<file path="config.mk">
export PLATFORM = sky130hd
export DESIGN_NAME = pss_input_source_select
export DESIGN_NICKNAME = d
export VERILOG_FILES = /design/src/rtl/pss_pkg.sv /design/src/rtl/pss_pin_sync.sv /design/src/rtl/pss_input_source_select.sv
export SDC_FILE = /design/constraint.sdc
export NUM_CORES = 1
export LEC_CHECK = 0
export ABC_AREA = 0
export BUFFER_PORTS_ARGS = -buffer_cell sky130_fd_sc_hd__buf_2
export CAP_MARGIN = 20
export CORE_UTILIZATION = 45
export CTS_CLUSTER_SIZE = 8
export DETAILED_ROUTE_END_ITERATION = 10
export PLACE_DENSITY = 0.71
export SLEW_MARGIN = 20
export SYNTH_ARGS = -nofsm -noshare
export SYNTH_HDL_FRONTEND = slang
export SYNTH_SLANG_ARGS = --single-unit
</file>
<file path="constraint.sdc">
create_clock -name clock -period 1.88 [get_ports clock]
set_input_delay 0.094 -clock clock [delete_from_list [all_inputs] [get_ports clock]]
set_output_delay 0.094 -clock clock [all_outputs]
set_load 0.01 [all_outputs]
</file>
<file path="src/rtl/pss_pkg.sv">
// Constants shared by the peripheral input source selector and its pin filter
//
// Notes on behaviour
// - Bits 11,10,9 pick fault 3,2,1: 0 package pin, 1 comparator C,B,A.
// - Three 3-bit fields pick PWM source 2,1,0; codes 101-111 reserved.
// - An input with a single source is wired to it permanently, no field.
// - A pin with one peripheral function connects to it directly.
// - A pin-routed input with no pin feeding it receives a constant level.
package pss_pkg;

  // Register offsets on the plain register port
  localparam logic [7:0] FIRST_SEL_OFFSET = 8'h10;
  localparam logic [7:0] SECOND_SEL_OFFSET = 8'h11;

  // Register widths and reset values
  localparam int REG_W = 16;
  localparam int FIRST_USED_W = 12;
  localparam logic [15:0] FIRST_SEL_RESET = 16'h0000;
  localparam logic [15:0] SECOND_SEL_RESET = 16'h0000;

  // Field positions in the first select register
  localparam int FAULT1_BIT = 9;
  localparam int FAULT2_BIT = 10;
  localparam int PWM_FAULT_INPUT_THREE_BIT = 11;
  localparam int PWM_EXTERNAL_SOURCE_INPUT_W = 3;
  localparam int PSRC0_LSB = 0;
  localparam int PSRC1_LSB = 3;
  localparam int PSRC2_LSB = 6;

  // Fault source encodings
  localparam logic FAULT_FROM_PIN = 1'b0;
  localparam logic FAULT_FROM_CMP = 1'b1;

  // PWM source codes
  localparam logic [2:0] PWM_EXTERNAL_SOURCE_INPUT_CMP_A = 3'h0;
  localparam logic [2:0] PWM_EXTERNAL_SOURCE_INPUT_CMP_B = 3'h1;
  localparam logic [2:0] PWM_EXTERNAL_SOURCE_INPUT_CMP_C = 3'h2;
  localparam logic [2:0] PWM_EXTERNAL_SOURCE_INPUT_TMR_A = 3'h3;
  localparam logic [2:0] PWM_EXTERNAL_SOURCE_INPUT_TMR_B = 3'h4;

  // Levels applied where no source exists
  localparam logic UNFED_LEVEL = 1'b0;
  localparam logic RESERVED_CODE_LEVEL = 1'b0;

  // Number of package pins that feed fault inputs
  localparam int FAULT_PINS = 4;

endpackage

</file>
<file path="src/rtl/pss_pin_sync.sv">
// Three-stage pin synchroniser whose output moves only when stages two and three agree
module pss_pin_sync #(
  parameter int WIDTH = 4
) (
  input wire logic clock,
  input wire logic resetn,
  input wire logic clock_en,
  input wire logic [WIDTH-1:0] pin_async,
  output logic [WIDTH-1:0] pin_clean
);

  // A zero-width synchroniser has nothing to serve
  if (WIDTH < 1) begin : g_bad_width
    $error("pss_pin_sync: WIDTH must be at least 1");
  end

  for (genvar i = 0; i < WIDTH; i++) begin : g_bit
    logic meta_r, mid_r, late_r, clean_r;
    logic meta_nxt, mid_nxt, late_nxt, clean_nxt;

    // Stage one is read only by stage two; the agree test filters single-edge glitches
    always_comb begin
      meta_nxt = pin_async[i];
      mid_nxt = meta_r;
      late_nxt = mid_r;
      clean_nxt = clean_r;
      if (mid_r == late_r) begin
        clean_nxt = late_r;
      end
    end

    // Registers freeze while the clock enable is low
    always_ff @(posedge clock or negedge resetn) begin
      if (!resetn) begin
        meta_r <= 1'b0;
        mid_r <= 1'b0;
        late_r <= 1'b0;
        clean_r <= 1'b0;
      end else if (clock_en) begin
        meta_r <= meta_nxt;
        mid_r <= mid_nxt;
        late_r <= late_nxt;
        clean_r <= clean_nxt;
      end
    end

    assign pin_clean[i] = clean_r;
  end

endmodule

</file>
<file path="src/rtl/pss_input_source_select.sv">
// Peripheral input source selector: routes pins, comparators and timers into PWM inputs
//
// Implementation choice: the plain strobed port.
module pss_input_source_select #(
  parameter int ADDR_W = 8
) (
  input wire logic clock,
  input wire logic resetn,
  input wire logic clock_en,
  // Register port
  input wire logic [ADDR_W-1:0] reg_addr,
  input wire logic [15:0] reg_wdata,
  input wire logic reg_write,
  input wire logic reg_read,
  output logic [15:0] reg_rdata,
  // Package pins able to feed the fault inputs
  input wire logic pin_fault_zero,
  input wire logic pin_fault_one,
  input wire logic pin_fault_two,
  input wire logic pin_fault_three,
  // Pin-function state from the pin mux, index 0 to 3 as fault zero to three
  input wire logic [3:0] pin_function_selected,
  input wire logic [3:0] pin_peripheral_enable,
  // On-chip sources, same clock domain
  input wire logic comparator_a_output,
  input wire logic comparator_b_output,
  input wire logic comparator_c_output,
  input wire logic timer_channel_a_output,
  input wire logic timer_channel_b_output,
  // Routed peripheral inputs
  output logic pwm_fault_input_zero,
  output logic pwm_fault_input_one,
  output logic pwm_fault_input_two,
  output logic pwm_fault_input_three,
  output logic [2:0] pwm_external_source_input,
  // Second select register contents for the comparator and timer input muxes
  output logic [15:0] second_source_select_value
);

  // The highest offset must be reachable by the address port
  if (ADDR_W < 5) begin : g_bad_addr
    $error("pss_input_source_select: ADDR_W must be at least 5");
  end

  // Fault select bits must fit in the stored bits, or they would read back as reserved
  if (pss_pkg::PWM_FAULT_INPUT_THREE_BIT >= pss_pkg::FIRST_USED_W) begin : g_bad_fault_bit
    $error("pss_input_source_select: fault select bit beyond the stored bits");
  end

  // The three PWM source fields must sit below the first fault select bit
  if (pss_pkg::PSRC2_LSB + pss_pkg::PWM_EXTERNAL_SOURCE_INPUT_W > pss_pkg::FAULT1_BIT) begin : g_bad_pwm_external_source_input_field
    $error("pss_input_source_select: PWM source fields overlap the fault bits");
  end

  // The decode function takes three-bit codes
  if (pss_pkg::PWM_EXTERNAL_SOURCE_INPUT_W != 3) begin : g_bad_pwm_external_source_input_w
    $error("pss_input_source_select: PWM source fields must be three bits wide");
  end

  // The read path pads the stored bits with zeros up to the register width
  if (pss_pkg::FIRST_USED_W > pss_pkg::REG_W) begin : g_bad_used_w
    $error("pss_input_source_select: stored bits wider than the register");
  end

  // Reserved bits read as zero, so their reset value must be zero too
  if (pss_pkg::FIRST_SEL_RESET[15:12] != 4'h0) begin : g_bad_reset
    $error("pss_input_source_select: reserved bits must reset to zero");
  end

  // The routing below is written for exactly four fault inputs
  if (pss_pkg::FAULT_PINS != 4) begin : g_bad_fault_pins
    $error("pss_input_source_select: four fault pins expected");
  end

  localparam logic [ADDR_W-1:0] FIRST_ADDR = ADDR_W'(pss_pkg::FIRST_SEL_OFFSET);
  localparam logic [ADDR_W-1:0] SECOND_ADDR = ADDR_W'(pss_pkg::SECOND_SEL_OFFSET);

  // Two registers on one offset would alias each other
  if (FIRST_ADDR == SECOND_ADDR) begin : g_addr_alias
    $error("pss_input_source_select: register offsets collide");
  end

  // Limitation: a select change reaches the routed inputs one clock later,
  // with no interlock against a running PWM; software must quiesce it first.
  // A pin that is not both selected and peripheral-owned reads as the unfed level,
  // so a misconfigured pad never leaks its GPIO value into a fault input.

  // Register state
  logic [pss_pkg::FIRST_USED_W-1:0] first_sel_r, first_sel_nxt;
  logic [15:0] second_sel_r, second_sel_nxt;
  logic [15:0] rdata_r, rdata_nxt;

  // Routed output state
  logic [3:0] fault_r, fault_nxt;
  logic [2:0] pwm_external_source_input_r, pwm_external_source_input_nxt;

  // Filtered pin levels and pin-feed status
  logic [pss_pkg::FAULT_PINS-1:0] pin_raw;
  logic [pss_pkg::FAULT_PINS-1:0] pin_clean;
  logic [pss_pkg::FAULT_PINS-1:0] pin_fed;
  logic [pss_pkg::FAULT_PINS-1:0] pin_level;
  logic [2:0] cmp_out;
  logic [4:0] pwm_external_source_input_sources;

  // Pins come from outside the clock domain
  assign pin_raw = {pin_fault_three, pin_fault_two, pin_fault_one, pin_fault_zero};

  // Three flops plus an agree stage; a fed pin reaches its output five edges late
  pss_pin_sync #(
    .WIDTH(pss_pkg::FAULT_PINS)
  ) i_pss_pin_sync (
    .clock(clock),
    .resetn(resetn),
    .clock_en(clock_en),
    .pin_async(pin_raw),
    .pin_clean(pin_clean)
  );

  // A pin only counts as feeding when the pin mux hands it to the peripheral
  assign pin_fed = pin_function_selected & pin_peripheral_enable;

  // Unfed pins give a fixed inactive level rather than a floating pad value
  always_comb begin
    for (int i = 0; i < pss_pkg::FAULT_PINS; i++) begin
      pin_level[i] = pin_fed[i] ? pin_clean[i] : pss_pkg::UNFED_LEVEL;
    end
  end

  assign cmp_out = {comparator_c_output, comparator_b_output, comparator_a_output};
  assign pwm_external_source_input_sources = {timer_channel_b_output, timer_channel_a_output, cmp_out};

  // Decode of one PWM source code; reserved codes give a fixed level
  // Code order follows pwm_external_source_input_sources: comparators A to C, then timer channels A and B
  function automatic logic pick_pwm_external_source_input(input logic [2:0] code, input logic [4:0] srcs);
    logic v;
    v = pss_pkg::RESERVED_CODE_LEVEL;
    case (code)
      pss_pkg::PWM_EXTERNAL_SOURCE_INPUT_CMP_A: v = srcs[0];
      pss_pkg::PWM_EXTERNAL_SOURCE_INPUT_CMP_B: v = srcs[1];
      pss_pkg::PWM_EXTERNAL_SOURCE_INPUT_CMP_C: v = srcs[2];
      pss_pkg::PWM_EXTERNAL_SOURCE_INPUT_TMR_A: v = srcs[3];
      pss_pkg::PWM_EXTERNAL_SOURCE_INPUT_TMR_B: v = srcs[4];
      default: v = pss_pkg::RESERVED_CODE_LEVEL;
    endcase
    return v;
  endfunction

  // Register writes and read data; read data stand for one cycle only
  always_comb begin
    first_sel_nxt = first_sel_r;
    second_sel_nxt = second_sel_r;
    rdata_nxt = 16'h0000;
    if (reg_write) begin
      if (reg_addr == FIRST_ADDR) begin
        first_sel_nxt = reg_wdata[pss_pkg::FIRST_USED_W-1:0];
      end else if (reg_addr == SECOND_ADDR) begin
        second_sel_nxt = reg_wdata;
      end
    end
    if (reg_read) begin
      case (reg_addr)
        FIRST_ADDR: rdata_nxt = {4'h0, first_sel_r};
        SECOND_ADDR: rdata_nxt = second_sel_r;
        default: rdata_nxt = 16'h0000;
      endcase
    end
  end

  // Register file; changing a field under a running peripheral is left to software
  always_ff @(posedge clock or negedge resetn) begin
    if (!resetn) begin
      first_sel_r <= pss_pkg::FIRST_SEL_RESET[pss_pkg::FIRST_USED_W-1:0];
      second_sel_r <= pss_pkg::SECOND_SEL_RESET;
      rdata_r <= 16'h0000;
    end else if (clock_en) begin
      first_sel_r <= first_sel_nxt;
      second_sel_r <= second_sel_nxt;
      rdata_r <= rdata_nxt;
    end
  end

  // Source routing for the fault and PWM source inputs
  always_comb begin
    // Fault zero has only one source, its own pin, so it has no select bit
    fault_nxt[0] = pin_level[0];
    // Fault n (1..3) chooses between pin n and comparator n-1
    for (int i = 1; i < 4; i++) begin
      if (first_sel_r[pss_pkg::FAULT1_BIT + i - 1] == pss_pkg::FAULT_FROM_CMP) begin
        fault_nxt[i] = cmp_out[i-1];
      end else begin
        fault_nxt[i] = pin_level[i];
      end
    end
    // Each PWM source input decodes its own 3-bit field
    for (int j = 0; j < 3; j++) begin
      pwm_external_source_input_nxt[j] = pick_pwm_external_source_input(first_sel_r[pss_pkg::PSRC0_LSB + j*pss_pkg::PWM_EXTERNAL_SOURCE_INPUT_W +: 3],
                              pwm_external_source_input_sources);
    end
  end

  // Outputs are registered so consumers never see mux glitches during a field change
  always_ff @(posedge clock or negedge resetn) begin
    if (!resetn) begin
      fault_r <= 4'h0;
      pwm_external_source_input_r <= 3'h0;
    end else if (clock_en) begin
      fault_r <= fault_nxt;
      pwm_external_source_input_r <= pwm_external_source_input_nxt;
    end
  end

  // Register read data
  assign reg_rdata = rdata_r;

  // Routed fault inputs
  assign pwm_fault_input_zero = fault_r[0];
  assign pwm_fault_input_one = fault_r[1];
  assign pwm_fault_input_two = fault_r[2];
  assign pwm_fault_input_three = fault_r[3];

  // Routed PWM source inputs and the exported second register
  assign pwm_external_source_input = pwm_external_source_input_r;
  assign second_source_select_value = second_sel_r;

endmodule

</file>
Yosys cells after proc, flatten, opt, wreduce, memory -nomap -nowiden
Index checks and enable logic that the tools add are counted.
{"block": "classes", "eq_ne": 18, "mux": 12, "n_bitwise": 2, "reduce_logical": 9}
{"operator": "$pmux W16 S2", "n": 1}
{"operator": "$eq A3 B2 Y1 const B", "n": 6}
{"operator": "$eq A8 B5 Y1 const B", "n": 2}
{"operator": "$mux W16", "n": 1}
{"operator": "$pmux W1 S5", "n": 3}
{"operator": "$eq A3 B1 Y1 const B", "n": 3}
{"operator": "$eq A3 B3 Y1 const B", "n": 3}
{"operator": "$logic_not A3 Y1", "n": 3}
{"operator": "$reduce_and A2 Y1", "n": 4}
{"operator": "$mux W1", "n": 7}
{"operator": "$and A4 B4 Y4", "n": 1}
{"operator": "$eq A1 B1 Y1", "n": 4}
{"operator": "$reduce_and A4 Y1", "n": 1}
{"operator": "$reduce_and A3 Y1", "n": 1}
{"operator": "$not A1 Y1", "n": 1}
{"block": "word_totals", "register_bits": 67, "in_bits": 46, "output_inout_bits": 39, "word_cells": 62}

Logic depth before layout (Yosys ltp)
Gate-level depths: netlist (run 1).
{"block": "logic_depth", "word_depth": 3, "depth_mapped": 6, "mapped_depth_nobuf": 3}

Hierarchy
Synthesis (run 1) repeated with hierarchy kept, for this count alone.
{"block": "hier_totals", "cells_unflattened": 201, "area_unflattened_um2": 2910.3}
{"mod": "pss_input_source_select", "n_inst": 1, "cells_each": 155, "area_per_inst_um2": 2235.9, "seq_area_each_um2": 1276.2}
{"mod": "pss_pin_sync", "n_inst": 1, "cells_each": 46, "area_per_inst_um2": 674.4, "seq_area_each_um2": 400.4}

Least setup slack after synthesis (run 1)
Ideal clock, no wire load.
{"block": "synth_path", "path_kind": "in2reg", "start": "input port reg_addr[5]", "end": "register second_sel_r[10] (netlist: second_source_select_value[10])", "setup_ns": 0.125, "arrival_ns": 1.272, "required_ns": 1.755, "slack_ns": 0.483, "cell_stages": 5, "n_path_buf": 2, "cell_sequence": "nor4b_2 > and4_1 > buf_4 > buf_12 > mux2_4"}
{"block": "synth_between", "elab_chain_len": 3, "word_cells_on_any_way": 4, "cone_classes": "eq/ne: 2; bitwise: 1; reduce/logical: 1"}
{"item": "start: declaration", "line_no": "pss_input_source_select.sv:11", "text": "input wire logic [ADDR_W-1:0] reg_addr,"}
{"item": "$eq A8 B5 Y1", "line_no": "pss_input_source_select.sv:154", "text": "if (reg_addr == FIRST_ADDR) begin"}
{"item": "$not A1 Y1 (no source line)"}
{"item": "$reduce_and A4 Y1 (no source line) *"}
{"item": "end signal: assignment", "line_no": "pss_input_source_select.sv:173", "text": "second_sel_r <= pss_pkg::SECOND_SEL_RESET;"}
{"item": "end signal: assignment", "line_no": "pss_input_source_select.sv:177", "text": "second_sel_r <= second_sel_nxt;"}
{"item": "end: declaration", "line_no": "pss_input_source_select.sv:90", "text": "logic [15:0] second_sel_r, second_sel_nxt;"}
Every way passes the cells marked *; elsewhere a longest branch is shown, timed or not.
A chain may end at the register's enable or synchronous reset.

Final worst setup path (run 1)
{"block": "layout_path", "start": "input port reg_addr[5]", "end": "register second_sel_r[0] (netlist: second_source_select_value[0])"}
Same word-level chain as after synthesis.

==> results of run 1 <==
==> synth_stat cells (all sizes together) <==
cell | number | area share (%)
nor4b | 2 | 1.3
nand4b | 4 | 1.2
o2bb2ai | 12 | 3.6
dfrtp | 67 | 57
a22o | 3 | 0.90
buf | 5 | 1.7
clkbuf | 7 | 0.90
mux2i | 18 | 6.1
nand3 | 1 | 0.17
and4 | 2 | 0.60
a32o | 1 | 0.34
nor3b | 3 | 0.77
a21oi | 4 | 0.68
nand4 | 1 | 0.21
o31ai | 3 | 0.77
inv | 6 | 0.77
o32a | 3 | 1.0
and3 | 1 | 0.21
nor4bb | 3 | 1.0
o21ai | 13 | 2.2
a31oi | 3 | 0.64
nand2 | 7 | 0.90
mux2 | 36 | 16
nor2 | 3 | 0.38
==> through the flow <==
step	area [µm²]	hold WS [ns]
after floorplan	2930	-0.202
after global placement	3450	0.141
after detailed placement	3450	0.139
after CTS	3760	0.00168
after global routing	3760	0.00272
final	3760	0.0139
==> power by group through the flow <==
stage / Clock, mW / Sequential (mW) / Combinational (mW)
after floorplan: 0 / 1.64 / 0.161
after global placement: 0 / 1.64 / 0.311
after detailed placement: 0 / 1.65 / 0.318
after CTS: 1.15 / 1.62 / 0.340
after global routing: 1.21 / 1.64 / 0.376
final: 1.12 / 1.62 / 0.334
==> area by class of cell <==
type | count | area, µm²
fill | 551 | 2550
sequential | 67 | 1680
multi-input combinational | 123 | 1160
timing repair buffer | 104 | 628
clock buffer | 11 | 141
tap | 77 | 96.3
clock inverter | 3 | 40.0
inverter | 6 | 22.5
==> state kept, by name, indices dropped and copies added, names as in the netlist <==
signal and flops:
i_pss_pin_sync.g_bit.clean_r 4, reg_rdata 16, i_pss_pin_sync.g_bit.late_nxt 4, second_source_select_value 16
i_pss_pin_sync.g_bit.meta_r 4, first_sel_r 12, i_pss_pin_sync.g_bit.late_r 4, fault_r 4
pwm_external_source_input 3
==> cell families after synthesis <==
logic type | Yosys count
compound gates | 42
flops | 67
simple gates | 27
mux | 54
buf+inv | 18
==> final timing paths <==
| check | slack, ns | cells after the start | start | end |
|---|---|---|---|---|
| max in group asynchronous | 1.27 | 3 | resetn | first_sel_r[4]$_DFFE_PN0P_ |
| worst max register to register | 0.68 | 3 | first_sel_r[3]$_DFFE_PN0P_ | pwm_external_source_input[1]$_DFFE_PN0P_ |
| worst min-delay path | 0.01 | 2 | reg_wdata[9] | first_sel_r[9]$_DFFE_PN0P_ |
| worst min register to register | 0.49 | 1 | reg_rdata[6]$_DFFE_PN0P_ | reg_rdata[6]$_DFFE_PN0P_ |
| worst max-delay path | 0.62 | 5 | reg_addr[5] | second_source_select_value[0]$_DFFE_PN0P_ |
| min in group asynchronous | 0.31 | 3 | resetn | i_pss_pin_sync.g_bit[2].late_nxt$_DFFE_PN0P_ |
==> metal layers <==
metal	part of all wire (%)	up-vias	global-route usage, %	wire length (µm)
met2	46	64	29.3	2830
li1	-	979	-	-
met4	2.5	0	10.9	156
met5	0	-	0	0
met1	47	1002	24.7	2870
met3	4.8	13	4.62	293
==> worst register-to-register path: stages (launching register included) <==
cell and delay (ns):
dfrtp_1 0.47, mux2i_1 0.21, nor3b_1 0.06, o32a_1 0.34
==> timing repair <==
| item | CTS | global route |
|---|---|---|
| hold buffers | 13 | 0 |
| gates resized for setup | 0 | 0 |
| endpoints found under the hold margin | 80 | 0 |
| endpoints found under the setup margin | 0 | 0 |
==> layout by cell type, fill, tap and decap left out, types with 2 or more instances in the layout <==
cell           netlist  layout
nor4bb_1             3       3
dfrtp_1             67      67
and4_1               2       2
nand4b_1             4       4
o32a_1               3       3
inv_1                6       6
nor2_1               3       3
buf_4                2       5
nand2_1              7       7
clkbuf_8             0      10
clkinv_2             0       2
dlygate4sd3_1        0      13
nor3b_1              3       3
mux2_2              16      16
o21ai_0             13      13
buf_2                1      84
o2bb2ai_1           12      12
a22o_1               3       3
mux2_4              20      20
o31ai_1              3       3
buf_12               1       2
mux2i_1             18      18
a31oi_1              3       3
a21oi_1              4       4
==> results.json, run 1 <==
{
  "combPwrFrac_pct": 10.9,
  "yosys_warnings": 0,
  "syn_nets": 254,
  "synthAdderAreaFrac_pct": 0,
  "grt_usage_pct": 19.1,
  "hpwl_um": 4190,
  "maxSlewHeadroom_pct": 52.0,
  "start_kind": "input port",
  "pwr-share-seq_pct": 52.8,
  "die_h_um": 82.7,
  "cts_tree": "built",
  "clk_transition_reported_paths_ns": 0.07,
  "rows": 29,
  "cts.path.max_buffers": 2,
  "antenna_found_initial": 0,
  "area_delta_synth_final_pct": 28.2,
  "grt_max_degree": 68,
  "critical_path_buf_inv_count": 2,
  "insertedDiodeCount": 0,
  "worstSkewPairLatency_ns": 0.33,
  "dp.cells": 364,
  "power_mw": 3.07,
  "final.setup.worst_slack_ns": 0.619,
  "vias_per_cell": 5.26,
  "synth_top_family_by_area": "multiplexers",
  "numCtsBuffers": 9,
  "final_cells": 391,
  "crit_chain": "buf_2 > nor4b_2 > and4_1 > buf_12 > mux2_2",
  "wl_per_cell_um": 15.7,
  "hold_class": "in -> reg",
  "initial_core_util_pct": 46.5,
  "p_leak_nw": 1.91,
  "ir_worst_vdd_uv": 515,
  "max_stage_delay_ns": 0.44,
  "vias": 2058,
  "coreArea_um2": 6310,
  "synth.area.mux_share_pct": 22.5,
  "drc": 0,
  "die_area_um2": 6850,
  "syn_area_um2": 2930,
  "wirelength_um": 6150,
  "synth_compound_area_share_pct": 10.1,
  "io_buffers": 84,
  "required_ns": 2.09,
  "power.net_switching_mw": 0.725,
  "status": "finished, final reports clean",
  "grt_setup_unrepaired": "false",
  "fp.dieW_um": 82.7,
  "synth_cell_types": 29,
  "firstDrtPassIters": 4,
  "cts.sinks": 67,
  "path_class": "in -> reg",
  "seq_area_frac_synth_pct": 57.1,
  "drive_gt1_share_pct": 45.2,
  "timing.final.crit_share_pct": 67.1,
  "power_switching_share_pct": 23.6,
  "maxCapViolCount": 0,
  "syn-instance-count": 208,
  "fmax_mhz": 793,
  "clkPwrFrac_pct": 36.3,
  "p_int_mw": 2.35,
  "post-route-util_pct": 59.6,
  "yosys.area_share.simple_pct": 6.78,
  "grt_pass1_vias": 1982,
  "cp_max_fo": 12,
  "critical_path_arrival_ns": 1.47,
  "postCtsSetupRepairBufs": 0,
  "skew_ns": 0.00462,
  "root_buffer": "clkbuf_8",
  "dp_slack_ns": 0.281,
  "power.density_nw_per_um2": 817,
  "critPathSlowestCell": "nor4b_2",
  "cp_top_family": "simple AND/OR/NAND/NOR gates",
  "setup_viol": 0,
  "avgSynthCellArea_um2": 14.1,
  "ios": 85,
  "antenna_left": 0,
  "synthXorXnorAreaFrac_pct": 0,
  "worstSetupEndpointType": "flop",
  "grt_pass1_wl_um": 9430,
  "drv_slew": 0,
  "place_congestion": 0.710,
  "grt_overflow": 0,
  "hold_viol_final": 0,
  "tns_ns": 0,
  "synth-seq-cells": 67,
  "worstMarginPinSlew_ns": 0.718,
  "nNetsFinal": 357,
  "min_period_ns": 1.26,
  "drt_iter0_markers": 60,
  "cts-htree-levels": 3
}
No activity file was read; power rests on OpenSTA's default activity.
==> run 2, diff against run 1 <==
==> constraint.sdc (replaced) <==
create_clock -name clock -period 1.2 [get_ports clock]
set_input_delay 0.06 -clock clock [delete_from_list [all_inputs] [get_ports clock]]
set_output_delay 0.06 -clock clock [all_outputs]
set_load 0.01 [all_outputs]
==> run 2 against run 1 <==
Against the previous run:
- via count increased by 4.8%
- sequential cell count stayed put
- total power rose by 77%
- hold slack barely moved
- largest power group unchanged
- sequential share of layout area is 2.8 points lower
- core utilization grew 4.1 points
- first-iteration DRC count up 65%
- clock skew increased by 0.0054 ns
==> results.json, run 2 (synthesis gave the netlist of run 1 again) <==
{
  "placed_cell_area_um2": 3520,
  "r2r-start": "first_sel_r[6]$_DFFE_PN0P_",
  "hold_class": "in -> reg",
  "numCtsBuffers": 9,
  "grt_max_degree": 68,
  "status": "finished, final reports clean",
  "antenna_left": 0,
  "antenna_found_initial": 0,
  "drc": 0,
  "drive_gt1_share_pct": 45.8,
  "grt_setup_unrepaired": "true",
  "ios": 85,
  "fmax_mhz": 856,
  "io_buffers": 84,
  "worstSetupEndpointType": "flop",
  "postCtsSetupRepairBufs": 0,
  "hpwl_um": 4370,
  "post-route-util_pct": 63.7,
  "wl_per_cell_um": 15.7,
  "wirelength_um": 6470,
  "r2r_slack_ns": 0.03,
  "p_leak_nw": 2.04,
  "die_area_um2": 6850,
  "n_fill_cell": 515,
  "grt_overflow": 0,
  "whs_ns": 0.0138,
  "die_h_um": 82.7,
  "vias_per_cell": 5.22,
  "regArea_um2": 1680,
  "multi_input_area_um2": 1170,
  "maxSlewHeadroom_pct": 76.5,
  "required_ns": 1.42,
  "grt_pass1_vias": 2130,
  "coreArea_um2": 6310,
  "whs_path_depth": 3,
  "clk_transition_reported_paths_ns": 0.07,
  "cp_max_fo": 3,
  "min_from": "pin_function_selected[1]",
  "reg2reg_depth": 3,
  "power.density_nw_per_um2": 1350,
  "grt_usage_pct": 21.0,
  "hold_viol_final": 0,
  "critical_path_arrival_ns": 1.39,
  "place_congestion": 0.718,
  "area_delta_synth_final_pct": 37.1,
  "maxCapViolCount": 0,
  "fp.dieW_um": 82.7,
  "cts.sinks": 67,
  "most-common-layout-cells": "84 x buf_2, 66 x dfrtp_1, 25 x dlygate4sd3_1",
  "firstDrtPassIters": 4,
  "drt_iter0_markers": 99,
  "worstHoldEndpoint": "fault_r[1]$_DFFE_PN0P_",
  "nNetsFinal": 377,
  "ir_worst_vdd_uv": 760,
  "drv_slew": 0,
  "timing.final.crit_share_pct": 97.4,
  "path_class": "reg -> reg",
  "worstSkewPairLatency_ns": 0.35,
  "final_common_cell": "buf_2",
  "insertedDiodeCount": 0,
  "setup_viol": 0,
  "root_buffer": "clkbuf_8",
  "cts_tree": "built",
  "skew_ns": 0.00998,
  "cts.path.max_buffers": 2,
  "cts-htree-levels": 3,
  "worstMarginPinSlew_ns": 0.353,
  "vias": 2157,
  "regToRegEndpoint": "pwm_external_source_input[2]$_DFFE_PN0P_",
  "grt_pass1_wl_um": 10400,
  "initial_core_util_pct": 46.5,
  "min_period_ns": 1.17,
  "final_area_um2": 4020,
  "start_kind": "flop",
  "rows": 29
}
==> run 2: through the flow <==
| stage | cells | TNS [ns] | power (mW) | worst slack [ns] |
|---|---|---|---|---|
| final | 413 | 0 | 5.44 | 0.0312 |
| after global routing | 413 | -0.0271 | 5.67 | -0.0266 |
| after CTS | 413 | 0 | 5.48 | 0.0270 |
| after detailed placement | 372 | -6.93 | 3.10 | -0.289 |
| after global placement | 372 | -5.90 | 3.08 | -0.238 |
| after floorplan | 208 | -1.21 | 2.82 | -0.109 |
==> run 2: metal layers <==
layer	GRT usage, %	vias up	wire [µm]
met5	0	-	0
met4	8.10	0	121
met3	6.04	13	270
met2	32.4	58	3030
met1	27.8	1058	3040
li1	-	1028	-
==> run 2: timing repair <==
| item | 4_1_cts | 5_1_grt |
|---|---|---|
| hold endpoints to repair | 102 | 0 |
| endpoints found under the setup margin | 0 | 2 |
| resized for setup | 0 | 1 |
| hold buffers | 25 | 0 |
==> run 2: cell type report <==
type                       instances  area share (%)
clock buffer                      10            3.42
clock inverter                     6            2.80
sequential                        67            41.7
multi-input combinational        123            29.0
tap                               77            2.40
inverter                           6           0.560
timing repair buffer             124            20.1
==> run 2: power breakdown <==
group          internal, mW  leakage (nW)  switching [mW]
combinational         0.310          1.03           0.269
sequential             2.42         0.882           0.117
clock                  1.44         0.126           0.885
==> run 2: how the worst max path moves through the flow <==
stage	start	to	slack [ns]	cells past startpoint
floorplan	clock_en	second_source_select_value[10]$_DFFE_PN0P_	-0.11	6
global placement	reg_addr[1]	second_source_select_value[4]$_DFFE_PN0P_	-0.24	5
detailed placement	reg_addr[1]	second_source_select_value[1]$_DFFE_PN0P_	-0.29	5
CTS	first_sel_r[6]$_DFFE_PN0P_	pwm_external_source_input[2]$_DFFE_PN0P_	0.03	3
global route	first_sel_r[6]$_DFFE_PN0P_	pwm_external_source_input[2]$_DFFE_PN0P_	-0.03	3
finish	first_sel_r[6]$_DFFE_PN0P_	pwm_external_source_input[2]$_DFFE_PN0P_	0.03	3
==> run 2: worst max-delay path, cell delays in order (launching register included) <==
cell and delay, ns:
dfrtp_1 0.41, mux2i_1 0.20, o31ai_1 0.08, o32a_1 0.36
